===== src/core/rtcca_map.svh =====
`ifndef RTCCA_MAP_SVH
`define RTCCA_MAP_SVH

// Register addresses of the calendar and alarm block.
`define RTCCA_ADDR_WEEKDAY 8'h07
`define RTCCA_ADDR_MONTH 8'h08
`define RTCCA_ADDR_YEAR 8'h09
`define RTCCA_ADDR_ALM_SEC 8'h0A
`define RTCCA_ADDR_ALM_MIN 8'h0B
`define RTCCA_ADDR_ALM_HOUR 8'h0C
`define RTCCA_ADDR_ALM_DAY 8'h0D
`define RTCCA_ADDR_ALM_WKDAY 8'h0E

// Field positions.
`define RTCCA_ALM_DIS_BIT 7
`define RTCCA_WKDAY_MSB 2
`define RTCCA_MONTH_MSB 4

// Reset values.
`define RTCCA_RST_WEEKDAY 3'h0
`define RTCCA_RST_MONTH 5'h01
`define RTCCA_RST_YEAR 8'h00
`define RTCCA_RST_ALARM 8'h80

// Calendar limits in BCD.
`define RTCCA_WKDAY_LAST 3'h6
`define RTCCA_MONTH_LAST 5'h12
`define RTCCA_MONTH_FEB 5'h02
`define RTCCA_YEAR_LAST 8'h99

// Number of alarm fields compared.
`define RTCCA_NUM_FIELDS 5

`endif


===== src/core/rtcca_pkg.sv =====
package rtcca_pkg;
    typedef logic [7:0] rtcca_byte_t;
    typedef logic [3:0] rtcca_digit_t;
endpackage


===== src/core/rtcca_core.sv =====
`timescale 1ns/1ps
`include "rtcca_map.svh"
module rtcca_core (
    input wire logic I_SYS_CLK,
    input wire logic I_RESETN,
    input wire logic I_CE,
    input wire logic I_TICK_1HZ,
    input wire logic I_ACCESS_BUSY,
    input wire logic [7:0] I_REG_ADDR,
    input wire logic I_REG_WR,
    input wire logic [7:0] I_REG_WDATA,
    input wire logic I_REG_RD,
    input wire logic [6:0] I_SECONDS,
    input wire logic [6:0] I_MINUTES,
    input wire logic [5:0] I_HOURS,
    input wire logic I_HOUR_12H,
    input wire logic [5:0] I_DAYS,
    input wire logic I_DAY_STEP,
    input wire logic I_DAY_WRAP,
    input wire logic I_FLAG_CLEAR,
    output logic O_TIME_STEP,
    output logic [7:0] O_REG_RDATA,
    output logic [2:0] O_WEEKDAY,
    output logic [4:0] O_MONTH,
    output logic [7:0] O_YEAR,
    output logic [5:0] O_MONTH_LAST_DAY,
    output logic O_ALARM_FLAG
);

    logic [2:0] weekday_counter_r;
    logic [4:0] month_counter_r;
    logic [7:0] year_counter_r;
    rtcca_pkg::rtcca_byte_t alarm_r [`RTCCA_NUM_FIELDS];
    logic step_pending_r;
    logic time_step_r;
    logic eval_r;
    logic prev_match_r;
    logic alarm_match_flag_r;
    logic [7:0] rdata_r;

    logic day_step;
    logic month_step;
    logic year_step;
    logic [2:0] weekday_nxt;
    logic [4:0] month_nxt;
    logic [7:0] year_nxt;
    logic leap_year;
    logic [`RTCCA_NUM_FIELDS-1:0] alarm_field_disable;
    logic [`RTCCA_NUM_FIELDS-1:0] field_valid;
    logic [`RTCCA_NUM_FIELDS-1:0] field_equal;
    logic [`RTCCA_NUM_FIELDS-1:0] field_ok;
    logic all_match;
    logic wr_hit;

    // Decimal value of a two-digit BCD byte is divisible by four when an even tens
    // digit meets units 0, 4 or 8, or an odd tens digit meets units 2 or 6.
    function automatic logic bcd_div4(input logic [7:0] v);
        logic even_tens;
        even_tens = ~v[4];
        if (even_tens)
        begin
            bcd_div4 = (v[3:0] == 4'h0) || (v[3:0] == 4'h4) || (v[3:0] == 4'h8);
        end
        else
        begin
            bcd_div4 = (v[3:0] == 4'h2) || (v[3:0] == 4'h6);
        end
    endfunction

    // Increment request handling. A tick that lands while the host holds the
    // interface is parked; only one can be parked, so a second tick in the same
    // access is lost. That is why the host must finish each access within 1 s.
    always_ff @(posedge I_SYS_CLK or negedge I_RESETN)
    begin
        if (!I_RESETN)
        begin
            step_pending_r <= 1'b0;
        end
        else if (I_CE)
        begin
            if (I_ACCESS_BUSY && I_TICK_1HZ)
            begin
                step_pending_r <= 1'b1;
            end
            else if (!I_ACCESS_BUSY)
            begin
                step_pending_r <= 1'b0;
            end
        end
    end

    always_ff @(posedge I_SYS_CLK or negedge I_RESETN)
    begin
        if (!I_RESETN)
        begin
            time_step_r <= 1'b0;
        end
        else if (I_CE)
        begin
            time_step_r <= !I_ACCESS_BUSY && (I_TICK_1HZ || step_pending_r);
        end
    end

    assign O_TIME_STEP = time_step_r;

    // Day carries are only honoured in the cycle of an applied step, so nothing
    // in the calendar moves while an access freezes the counters.
    assign day_step = time_step_r && I_DAY_STEP;
    assign month_step = day_step && I_DAY_WRAP;
    assign year_step = month_step && (month_counter_r == `RTCCA_MONTH_LAST);
    assign wr_hit = I_REG_WR;

    always_comb
    begin
        if (weekday_counter_r >= `RTCCA_WKDAY_LAST)
        begin
            weekday_nxt = 3'h0;
        end
        else
        begin
            weekday_nxt = weekday_counter_r + 3'h1;
        end
    end

    always_comb
    begin
        if (month_counter_r == `RTCCA_MONTH_LAST)
        begin
            month_nxt = `RTCCA_RST_MONTH;
        end
        else if (month_counter_r[3:0] == 4'h9)
        begin
            month_nxt = 5'h10;
        end
        else
        begin
            month_nxt = month_counter_r + 5'h01;
        end
    end

    always_comb
    begin
        if (year_counter_r == `RTCCA_YEAR_LAST)
        begin
            year_nxt = 8'h00;
        end
        else if (year_counter_r[3:0] == 4'h9)
        begin
            year_nxt = {year_counter_r[7:4] + 4'h1, 4'h0};
        end
        else
        begin
            year_nxt = {year_counter_r[7:4], year_counter_r[3:0] + 4'h1};
        end
    end

    always_ff @(posedge I_SYS_CLK or negedge I_RESETN)
    begin
        if (!I_RESETN)
        begin
            weekday_counter_r <= `RTCCA_RST_WEEKDAY;
        end
        else if (I_CE)
        begin
            if (wr_hit && I_REG_ADDR == `RTCCA_ADDR_WEEKDAY)
            begin
                weekday_counter_r <= I_REG_WDATA[`RTCCA_WKDAY_MSB:0];
            end
            else if (day_step)
            begin
                weekday_counter_r <= weekday_nxt;
            end
        end
    end

    always_ff @(posedge I_SYS_CLK or negedge I_RESETN)
    begin
        if (!I_RESETN)
        begin
            month_counter_r <= `RTCCA_RST_MONTH;
        end
        else if (I_CE)
        begin
            if (wr_hit && I_REG_ADDR == `RTCCA_ADDR_MONTH)
            begin
                month_counter_r <= I_REG_WDATA[`RTCCA_MONTH_MSB:0];
            end
            else if (month_step)
            begin
                month_counter_r <= month_nxt;
            end
        end
    end

    always_ff @(posedge I_SYS_CLK or negedge I_RESETN)
    begin
        if (!I_RESETN)
        begin
            year_counter_r <= `RTCCA_RST_YEAR;
        end
        else if (I_CE)
        begin
            if (wr_hit && I_REG_ADDR == `RTCCA_ADDR_YEAR)
            begin
                year_counter_r <= I_REG_WDATA;
            end
            else if (year_step)
            begin
                year_counter_r <= year_nxt;
            end
        end
    end

    // Month length for the day counter; year 00 counts as a leap year too.
    assign leap_year = bcd_div4(year_counter_r);

    always_comb
    begin
        case (month_counter_r)
            `RTCCA_MONTH_FEB: O_MONTH_LAST_DAY = leap_year ? 6'h29 : 6'h28;
            5'h04: O_MONTH_LAST_DAY = 6'h30;
            5'h06: O_MONTH_LAST_DAY = 6'h30;
            5'h09: O_MONTH_LAST_DAY = 6'h30;
            5'h11: O_MONTH_LAST_DAY = 6'h30;
            default: O_MONTH_LAST_DAY = 6'h31;
        endcase
    end

    assign O_WEEKDAY = weekday_counter_r;
    assign O_MONTH = month_counter_r;
    assign O_YEAR = year_counter_r;

    // Alarm registers, field 0 seconds through field 4 weekday.
    genvar gi;
    generate
        for (gi = 0; gi < `RTCCA_NUM_FIELDS; gi = gi + 1)
        begin : g_alarm
            always_ff @(posedge I_SYS_CLK or negedge I_RESETN)
            begin
                if (!I_RESETN)
                begin
                    alarm_r[gi] <= `RTCCA_RST_ALARM;
                end
                else if (I_CE && wr_hit && I_REG_ADDR == `RTCCA_ADDR_ALM_SEC + 8'(gi))
                begin
                    alarm_r[gi] <= I_REG_WDATA;
                end
            end
            assign alarm_field_disable[gi] = alarm_r[gi][`RTCCA_ALM_DIS_BIT];
            assign field_ok[gi] = alarm_field_disable[gi] ||
                (field_valid[gi] && field_equal[gi]);
        end
    endgenerate

    // Field validity; the hour layout follows the one hour-format bit.
    always_comb
    begin
        field_valid[0] = (alarm_r[0][6:4] <= 3'h5) && (alarm_r[0][3:0] <= 4'h9);
        field_valid[1] = (alarm_r[1][6:4] <= 3'h5) && (alarm_r[1][3:0] <= 4'h9);
        if (I_HOUR_12H)
        begin
            field_valid[2] = (alarm_r[2][3:0] <= 4'h9) &&
                ((!alarm_r[2][4] && alarm_r[2][3:0] != 4'h0) ||
                 (alarm_r[2][4] && alarm_r[2][3:0] <= 4'h2));
        end
        else
        begin
            field_valid[2] = (alarm_r[2][3:0] <= 4'h9) && (alarm_r[2][5:4] <= 2'h2) &&
                (alarm_r[2][5:4] != 2'h2 || alarm_r[2][3:0] <= 4'h3);
        end
        field_valid[3] = (alarm_r[3][5:4] <= 2'h3) && (alarm_r[3][3:0] <= 4'h9) &&
            (alarm_r[3][5:0] != 6'h00) && (alarm_r[3][5:0] <= 6'h31);
        field_valid[4] = (alarm_r[4][2:0] <= `RTCCA_WKDAY_LAST);
    end

    always_comb
    begin
        field_equal[0] = (alarm_r[0][6:0] == I_SECONDS);
        field_equal[1] = (alarm_r[1][6:0] == I_MINUTES);
        field_equal[2] = (alarm_r[2][5:0] == I_HOURS);
        field_equal[3] = (alarm_r[3][5:0] == I_DAYS);
        field_equal[4] = (alarm_r[4][2:0] == weekday_counter_r);
    end

    // With every field disabled there is nothing to match, so no alarm fires.
    assign all_match = (&field_ok) && !(&alarm_field_disable);

    // Compare one cycle after a step, once the time counters hold the new value.
    always_ff @(posedge I_SYS_CLK or negedge I_RESETN)
    begin
        if (!I_RESETN)
        begin
            eval_r <= 1'b0;
        end
        else if (I_CE)
        begin
            eval_r <= time_step_r;
        end
    end

    always_ff @(posedge I_SYS_CLK or negedge I_RESETN)
    begin
        if (!I_RESETN)
        begin
            prev_match_r <= 1'b0;
        end
        else if (I_CE && eval_r)
        begin
            prev_match_r <= all_match;
        end
    end

    // A new match in the same cycle as a clear wins, so no alarm is lost.
    always_ff @(posedge I_SYS_CLK or negedge I_RESETN)
    begin
        if (!I_RESETN)
        begin
            alarm_match_flag_r <= 1'b0;
        end
        else if (I_CE)
        begin
            if (eval_r && all_match && !prev_match_r)
            begin
                alarm_match_flag_r <= 1'b1;
            end
            else if (I_FLAG_CLEAR)
            begin
                alarm_match_flag_r <= 1'b0;
            end
        end
    end

    assign O_ALARM_FLAG = alarm_match_flag_r;

    // Register read port; unused calendar bits and unmapped addresses read as zero, alarm bytes read back as written.
    always_ff @(posedge I_SYS_CLK or negedge I_RESETN)
    begin
        if (!I_RESETN)
        begin
            rdata_r <= 8'h00;
        end
        else if (I_CE && I_REG_RD)
        begin
            case (I_REG_ADDR)
                `RTCCA_ADDR_WEEKDAY: rdata_r <= {5'h00, weekday_counter_r};
                `RTCCA_ADDR_MONTH: rdata_r <= {3'h0, month_counter_r};
                `RTCCA_ADDR_YEAR: rdata_r <= year_counter_r;
                `RTCCA_ADDR_ALM_SEC: rdata_r <= alarm_r[0];
                `RTCCA_ADDR_ALM_MIN: rdata_r <= alarm_r[1];
                `RTCCA_ADDR_ALM_HOUR: rdata_r <= alarm_r[2];
                `RTCCA_ADDR_ALM_DAY: rdata_r <= alarm_r[3];
                `RTCCA_ADDR_ALM_WKDAY: rdata_r <= alarm_r[4];
                default: rdata_r <= 8'h00;
            endcase
        end
    end

    assign O_REG_RDATA = rdata_r;

endmodule


===== config.mk =====
export PLATFORM = sky130hd
export DESIGN_NAME = rtcca_core
export DESIGN_NICKNAME = d
export VERILOG_FILES = /design/src/core/rtcca_pkg.sv /design/src/core/rtcca_core.sv
export VERILOG_INCLUDE_DIRS = /design/src /design/src/core
export SDC_FILE = /design/constraint.sdc
export NUM_CORES = 1
export LEC_CHECK = 0
export BUFFER_PORTS_ARGS = -buffer_cell sky130_fd_sc_hd__buf_2
export CAP_MARGIN = 15
export CORE_MARGIN = 2
export CORE_UTILIZATION = 45
export DETAILED_ROUTE_END_ITERATION = 16
export GPL_ROUTABILITY_DRIVEN = 0
export PLACE_DENSITY = 0.78
export SYNTH_ARGS = -nofsm -noshare
export SYNTH_HDL_FRONTEND = slang
export SYNTH_SLANG_ARGS = --single-unit

===== constraint.sdc =====
create_clock -name I_SYS_CLK -period 1.8 [get_ports I_SYS_CLK]
set_input_delay 0.36 -clock I_SYS_CLK [delete_from_list [all_inputs] [get_ports I_SYS_CLK]]
set_output_delay 0.36 -clock I_SYS_CLK [all_outputs]
set_load 0.03 [all_outputs]

# Word level (Yosys, flattened, before mapping)
# Cells that the tools add are included.
[classes]
n_eq_ne = 28
n_lt_le_gt_ge = 13
n_reduce_logical = 66
n_mux = 20
add_sub_neg = 4
[op_table]
columns = ["operator", "count"]
rows = [
  ["8-bit case mux with 8 select lines", 1],
  ["8-bit by 4-bit == test with 1-bit output (second input constant)", 7],
  ["1-bit logical AND", 34],
  ["8-bit two-way mux", 4],
  ["5-bit two-way mux", 4],
  ["4-bit <= comparator (second input constant)", 4],
  ["7-bit == test", 2],
  ["4-bit == test (second input constant)", 3],
  ["6-bit == test", 2],
  ["1-bit logical OR", 11],
  ["5-bit by 3-bit == test with 1-bit output (second input constant)", 2],
  ["5-bit == test (second input constant)", 2],
  ["5-bit case mux with 2 select lines", 1],
  ["2-bit AND reduction", 5],
  ["5-bit AND reduction", 2],
  ["3-bit <= comparator (second input constant)", 3],
  ["3-bit two-way mux", 3],
  ["4-bit by 1-bit adder with 4-bit output (second input constant)", 2],
  ["4-bit by 3-bit == test with 1-bit output (second input constant)", 2],
  ["8-bit by 3-bit == test with 1-bit output (second input constant)", 1],
  ["8-bit == test (second input constant)", 1],
  ["4-bit by 2-bit <= comparator with 1-bit output (second input constant)", 2],
  ["2-bit nonzero test", 4],
  ["1-bit two-way mux", 7],
  ["18 further kinds", 22],
]
[word_totals]
regBits = 69
word_cells = 146

# Depth between registers and ports, before layout
# Gate-level depths: netlist of the first run.
[depth]
ltp_word = 13
mapped_depth = 8
ltp_nobuf = 6

# Least setup slack after synthesis of the first run
# OpenSTA, ideal clock, no wires.
[synth_path]
kind = "input -> register"
from = "in I_REG_ADDR[5]"
to = "reg alarm_r[10] (netlist name)"
path_slack_ns = -0.402
t_required_ns = 1.675
stages = 6
setup_ns = 0.125
n_path_buf = 2
arrival_time_ns = 2.077
path_cell_list = "or4_4 > buf_6 > or2_4 > or3_1 > buf_6 > mux2_4"
[synth_via]
elab_chain_len = 2
[synth_lines]
columns = ["element", "line", "rtl"]
rows = [
  ["start: declaration", "rtcca_core.sv:9", "input wire logic [7:0] I_REG_ADDR,"],
  ["8-bit by 4-bit == test with 1-bit output", "rtcca_core.sv:244", "else if (I_CE && wr_hit && I_REG_ADDR == `RTCCA_ADDR_ALM_SEC + 8'(gi))"],
  ["1-bit logical AND", "rtcca_core.sv:244", ""],
  ["end signal: indexed assignment", "rtcca_core.sv:242", "alarm_r[gi] <= `RTCCA_RST_ALARM;"],
  ["end: declaration", "rtcca_core.sv:33", "rtcca_pkg::rtcca_byte_t alarm_r [`RTCCA_NUM_FIELDS];"],
]
# No other way between the ends.
# A chain may end at the register's enable or synchronous reset.

# Worst setup path after layout of the first run
[layout_path]
from = "reg month_counter_r[2] (netlist: O_MONTH[2])"
to = "out O_MONTH_LAST_DAY[3]"
[layout_via]
elab_chain_len = 3
elab_cells_between_ends = 7
cone_classes = "eq/ne (5); mux (1); reduce/logical (1)"
[layout_lines]
columns = ["element", "line", "rtl"]
rows = [
  ["start: declaration", "rtcca_core.sv:31", "logic [4:0] month_counter_r;"],
  ["start signal: assignment", "rtcca_core.sv:180", "month_counter_r <= `RTCCA_RST_MONTH;"],
  ["start signal: assignment", "rtcca_core.sv:186", "month_counter_r <= I_REG_WDATA[`RTCCA_MONTH_MSB:0];"],
  ["start signal: assignment", "rtcca_core.sv:190", "month_counter_r <= month_nxt;"],
  ["5-bit == test (tied with other cells)", "rtcca_core.sv:219", "case (month_counter_r)"],
  ["4-bit OR reduction (no source line)", "--", ""],
  ["5-bit case mux with 2 select lines *", "rtcca_core.sv:219", ""],
  ["end: declaration", "rtcca_core.sv:26", "output logic [5:0] O_MONTH_LAST_DAY,"],
]
# Mark *: on every way between the ends. The rest lies on a longest branch, timed or not.

==> results.toml, run 1 <==
[global_routing]
grt_pass1_wl_mm = 21.3
grt_overflow_total = 0
grt_max_degree = 39
antenna_found_initial = 0
track_usage_pct = 27.1
grt_pass1_vias = 4169

[finish]
final_cells = 714
area_delta_synth_final_pct = 41.1
nFillCells = 703
drive_gt1_share_pct = 49.9
antenna_cells = 0
nNetsFinal = 637
fin_area_sq_um = 6110
multi_input_area_sq_um = 2740
regArea_sq_um = 1740
post-route-util_pct = 65.8

[synthesis]
synth.area.top_cells = "dfrtp_1, mux2_2, dfstp_2, mux2i_1, xor2_1"
synth-edff-count = 0
synth.distinct_cells = 68
syn_area_sq_um = 4330
synth.avg_cell_area_sq_um = 10.2
ys_seq_elements = 69
synth_top_area_cell = "dfrtp_1"
netlist.area_leader.share_pct = 36.4
synthTopCellsByCount = "dfrtp_1, mux2_2, o21ai_0, nand2_1, a21oi_1"
ys_seq_area_share_pct = 40.0
async_flop_share_pct = 100
ys_warn_count = 0
synthMostInstantiatedCell = "dfrtp_1"
synthCells = 426
synth_flop_cell = "dfrtp_1"

[worst_hold_path]
hold_path.class = "input pin to flop"

[routing]
wire_per_inst_um = 20.3
drtAntennaViolNets = 0
vias = 4289
drc = 0
routed_wl_mm = 14.5
first_pass_iters = 5
drt_first_iter_violations = 395
routed_via_density = 6.01

[timing]
max_freq_ghz = 0.466
grt_setup_unrepaired = "true"
maxSlewViolCount = 0
setup_viol = 21
fin_ws_ps = -347
post-route-period-util_pct = 119
fin_crit_ps = 2150
skew_ps = 9.36
final-hold-violation-count = 0

[clock_network]
clockBufferDepth = 2
numCtsBuffers = 9
cts_tree = "built"
cts.sinks = 69
clk_pin_slew_ps = 80
insertion_delay_ps = 370
htree_levels = 3
root_buffer = "clkbuf_8"

[power_and_ir_drop]
p_per_area_nw_per_um2 = 741
p_leak_uw = 0.00290
peakVddDrop_mv = 0.347

[die]
io_pins = 85
initial_core_util_pct = 46.6
die_area_sq_um = 10400
fp.dieW_um = 102
core_sq_um = 9280
placement_rows = 35
die_height_um = 102

[placed_design]
io_buffer_count = 81
post_dp_cell_area_sq_um = 5480
dp_hpwl_mm = 10.0
place_inst = 684

[critical_path]
critical_path_peak_fanout = 2
start_kind = "flop"
cp-end-kind = "output pin"
critPathKind = "flop to output pin"
required_ps = 1440
critPathArrivalTime_ps = 1790

[status]
violations = "negative setup slack"
status = "complete, but fails checks"

[flow_run]
cap_viol_max_count = 0
report_power, final:
part           leakage, uW  internal [uW]  switching, uW
Clock            0.0000921            568            622
Sequential        0.000916           1660            136
Combinational      0.00189            630            908
cells in the final DEF (no fill, tap or decap), drive strengths merged, types with 6 or more instances in the layout:
cell,instances
a21oi,18
mux2i,14
buf,167
nor3,15
nor4,9
clkbuf,13
nor2b,8
inv,17
nand3,10
nor2,15
dfstp,6
dfrtp,63
nand2,24
a22o,8
mux2,42
xor2,16
xnor2,8
o21ai,34
area by class of cell:
cell class | instances | area share (%)
multi-input combinational | 314 | 44.9
sequential | 69 | 28.5
timing repair buffer | 169 | 20.0
tap | 129 | 2.64
clock buffer | 12 | 2.54
inverter | 17 | 1.09
clock inverter | 4 | 0.369
state kept, by name, summed over array words and instances, names as in the netlist:
signal               count
eval_r                   1
alarm_r                 35
O_YEAR                   8
O_WEEKDAY                3
alarm_field_disable      5
step_pending_r           1
O_ALARM_FLAG             1
O_REG_RDATA              8
O_MONTH                  5
prev_match_r             1
O_TIME_STEP              1
per-stage QoR:
step                total power [uW]  hold WS [ps]  setup TNS [ps]  setup WS (ps)
floorplan                       2630          64.4           -8580           -400
detailed placement              3180           292          -17450           -483
global route                    4720           185           -3470           -379
finish                          4530           178           -2280           -347
CTS                             4380           181           -2000           -303
global placement                3120           296          -16290           -410
cells by family after synthesis:
logic type               count (synthesis)  synth area share (%)
AO/OA/AOI/OAI                          108                  16.7
XOR/XNOR                                24                  4.85
adder cells (fa/ha/maj)                  4                  1.16
buffers and inverters                   44                  4.59
flip-flops                              69                  40.0
multiplexers                            60                  16.9
other                                    2                 0.173
AND/OR/NAND/NOR                        115                  15.5
layer usage:
layer / part of all wire, % / GRT usage (%) / vias up
met2: 48 / 43.5 / 243
met1: 40 / 35.6 / 2083
li1: - / - / 1899
met5: 0 / 0 / -
met4: 4.9 / 14.7 / 0
met3: 7.2 / 3.90 / 64
critical path: stages (launching register included):
cell      delay [ps]
dfrtp_1          400
or4b_4           550
buf_6            140
nand2b_4         150
inv_4             50
buf_6            110
worst paths after layout:
path / from / end / slack, ps / cells after the start
worst min-delay path: I_ACCESS_BUSY / O_TIME_STEP / 180 / 2
worst max register to register: O_MONTH[2] / O_YEAR[0] / -170 / 7
max in group asynchronous: I_RESETN / O_MONTH[0] / 780 / 3
worst max-delay path: O_MONTH[2] / O_MONTH_LAST_DAY[3] / -350 / 5
min in group asynchronous: I_RESETN / step_pending_r / 440 / 2
worst min register to register: prev_match_r / O_ALARM_FLAG / 480 / 1
repair_timing:
item / CTS / global route
setup buffers: 6 / 8
hold buffers: 1 / 0
pin swaps: 16 / 19
resized for setup: 30 / 53
hold endpoints to repair: 10 / 0
setup endpoints to repair: 31 / 45
No activity file was read; power rests on OpenSTA's default activity.
==> run 2, diff against run 1 <==
--- a/config.mk
+++ b/config.mk
@@ -10,6 +10,7 @@
 export CAP_MARGIN = 15
 export CORE_MARGIN = 2
 export CORE_UTILIZATION = 45
+export CTS_BUF_LIST = sky130_fd_sc_hd__clkbuf_8
 export DETAILED_ROUTE_END_ITERATION = 16
 export GPL_ROUTABILITY_DRIVEN = 0
 export PLACE_DENSITY = 0.78
==> results.toml, run 2 (synthesis gave the netlist of run 1 again) <==
[finish]
final_cells = 714
top_register = "alarm_r"
nFillCells = 703
multi_input_area_sq_um = 2740
nNetsFinal = 637
layout_commonest_cell = "buf_2"
layout_common_cells = "buf_2, buf_4, dfrtp_1"
regArea_sq_um = 1740
fin_area_sq_um = 6110
area_delta_synth_final_pct = 41.1
drive_gt1_share_pct = 49.9
largest_reg_flops = 35
antenna_cells = 0

[critical_path]
required_ps = 1440
cp-end-kind = "output pin"
ff2ff_path_depth = 7
critical_path_peak_fanout = 2
reg2reg_to = "O_YEAR[0]"
reg2reg_from = "O_MONTH[2]"
r2r_slack_ps = -170
critPathKind = "flop to output pin"
start_kind = "flop"
critPathArrivalTime_ps = 1780

[worst_hold_path]
holdPathStages = 2
min_to = "O_TIME_STEP"
hold_path.class = "input pin to flop"
hp-start = "I_ACCESS_BUSY"

[die]
core_sq_um = 9280
die_height_um = 102
fp.dieW_um = 102
io_pins = 85
initial_core_util_pct = 46.6
die_area_sq_um = 10400
placement_rows = 35

[global_routing]
grt_max_degree = 39
grt_overflow_total = 0
grt_pass1_wl_mm = 21.3
track_usage_pct = 27.1
antenna_found_initial = 0
grt_pass1_vias = 4169

[clock_network]
root_buffer = "clkbuf_8"
cts_tree = "built"
clk_pin_slew_ps = 80
cts.sinks = 69
insertion_delay_ps = 360
clockBufferDepth = 2
htree_levels = 3
numCtsBuffers = 9

[placed_design]
io_buffer_count = 81
place_inst = 684
post_dp_cell_area_sq_um = 5480
dp_hpwl_mm = 10.0

[power_and_ir_drop]
p_per_area_nw_per_um2 = 739
peakVddDrop_mv = 0.346
p_leak_uw = 0.00290

[timing]
fin_crit_ps = 2140
fin_ws_ps = -338
skew_ps = 9.00
max_freq_ghz = 0.468
setup_viol = 22
post-route-period-util_pct = 119
final-hold-violation-count = 0
maxSlewViolCount = 0
grt_setup_unrepaired = "true"

[routing]
drtAntennaViolNets = 0
wire_per_inst_um = 20.2
wl_met3_mm = 1.06
dr_wl_met2_mm = 6.94
routed_via_density = 6.02
vias = 4296
top_layer_used = "met4"
drc = 0
drt_first_iter_violations = 395
wl_met1_mm = 5.73
routed_wl_mm = 14.4
first_pass_iters = 5

[status]
status = "complete, but fails checks"
violations = "negative setup slack"

[flow_run]
cap_viol_max_count = 0
-- run 2: cell count changes in the layout (fill, tap and decap cells not counted) --
cell,delta
inv_1,+1
clkbuf_1,-1
-- run 2: worst max-delay path by stage --
stage	startpoint	endpoint	slack, ps
5_1_grt	O_MONTH[2]	O_MONTH_LAST_DAY[3]	-380
3_3_place_gp	I_REG_ADDR[5]	alarm_r[12]	-410
3_5_place_dp	I_REG_ADDR[5]	O_YEAR[1]	-480
2_1_floorplan	I_REG_ADDR[5]	alarm_r[10]	-400
4_1_cts	O_MONTH[2]	O_MONTH_LAST_DAY[3]	-300
6_report	O_MONTH[2]	O_MONTH_LAST_DAY[3]	-340
-- run 2: final cells by class --
class                   instances  share of cell area [%]
clock buffers                  11                    2.48
repair buffers                169                    20.0
flip-flops and latches         69                    28.5
inverters                      17                    1.09
well taps                     129                    2.64
clock inverters                 5                   0.430
multi-input cells             314                    44.9
-- run 2: what timing repair did --
action | CTS | global route
endpoints found under the setup margin | 31 | 45
endpoints found under the hold margin | 10 | 0
buffers inserted | 6 | 8
hold buffers | 1 | 0
pin swaps | 16 | 19
gates resized for setup | 30 | 53
-- run 2: metrics by stage --
stage | hold slack, ps | total power (uW) | setup slack [ps] | setup TNS (ps) | utilization [%]
CTS | 181 | 4370 | -303 | -2000 | 62.9
global placement | 296 | 3120 | -410 | -16290 | 59.1
detailed placement | 292 | 3180 | -483 | -17450 | 59.1
floorplan | 64.4 | 2630 | -400 | -8580 | -
global route | 185 | 4710 | -379 | -3470 | 65.8
finish | 185 | 4520 | -338 | -2300 | 65.8
-- run 2: worst max-delay path: stages (launching register included) --
cell      delay, ps
dfrtp_1         400
or4b_4          550
buf_6           140
nand2b_4        150
inv_4            50
buf_6           110
-- run 2: report_power, final --
part / internal (uW) / switching [uW]
logic: 631 / 911
clock network: 563 / 614
registers: 1660 / 136
total: 2860 / 1660
-- run 2: per-layer routing --
layer | vias to the layer above | global-route usage (%)
li1 | 1900 | -
met1 | 2076 | 35.6
met2 | 251 | 43.5
met3 | 69 | 3.90
met4 | 0 | 14.7
met5 | - | 0
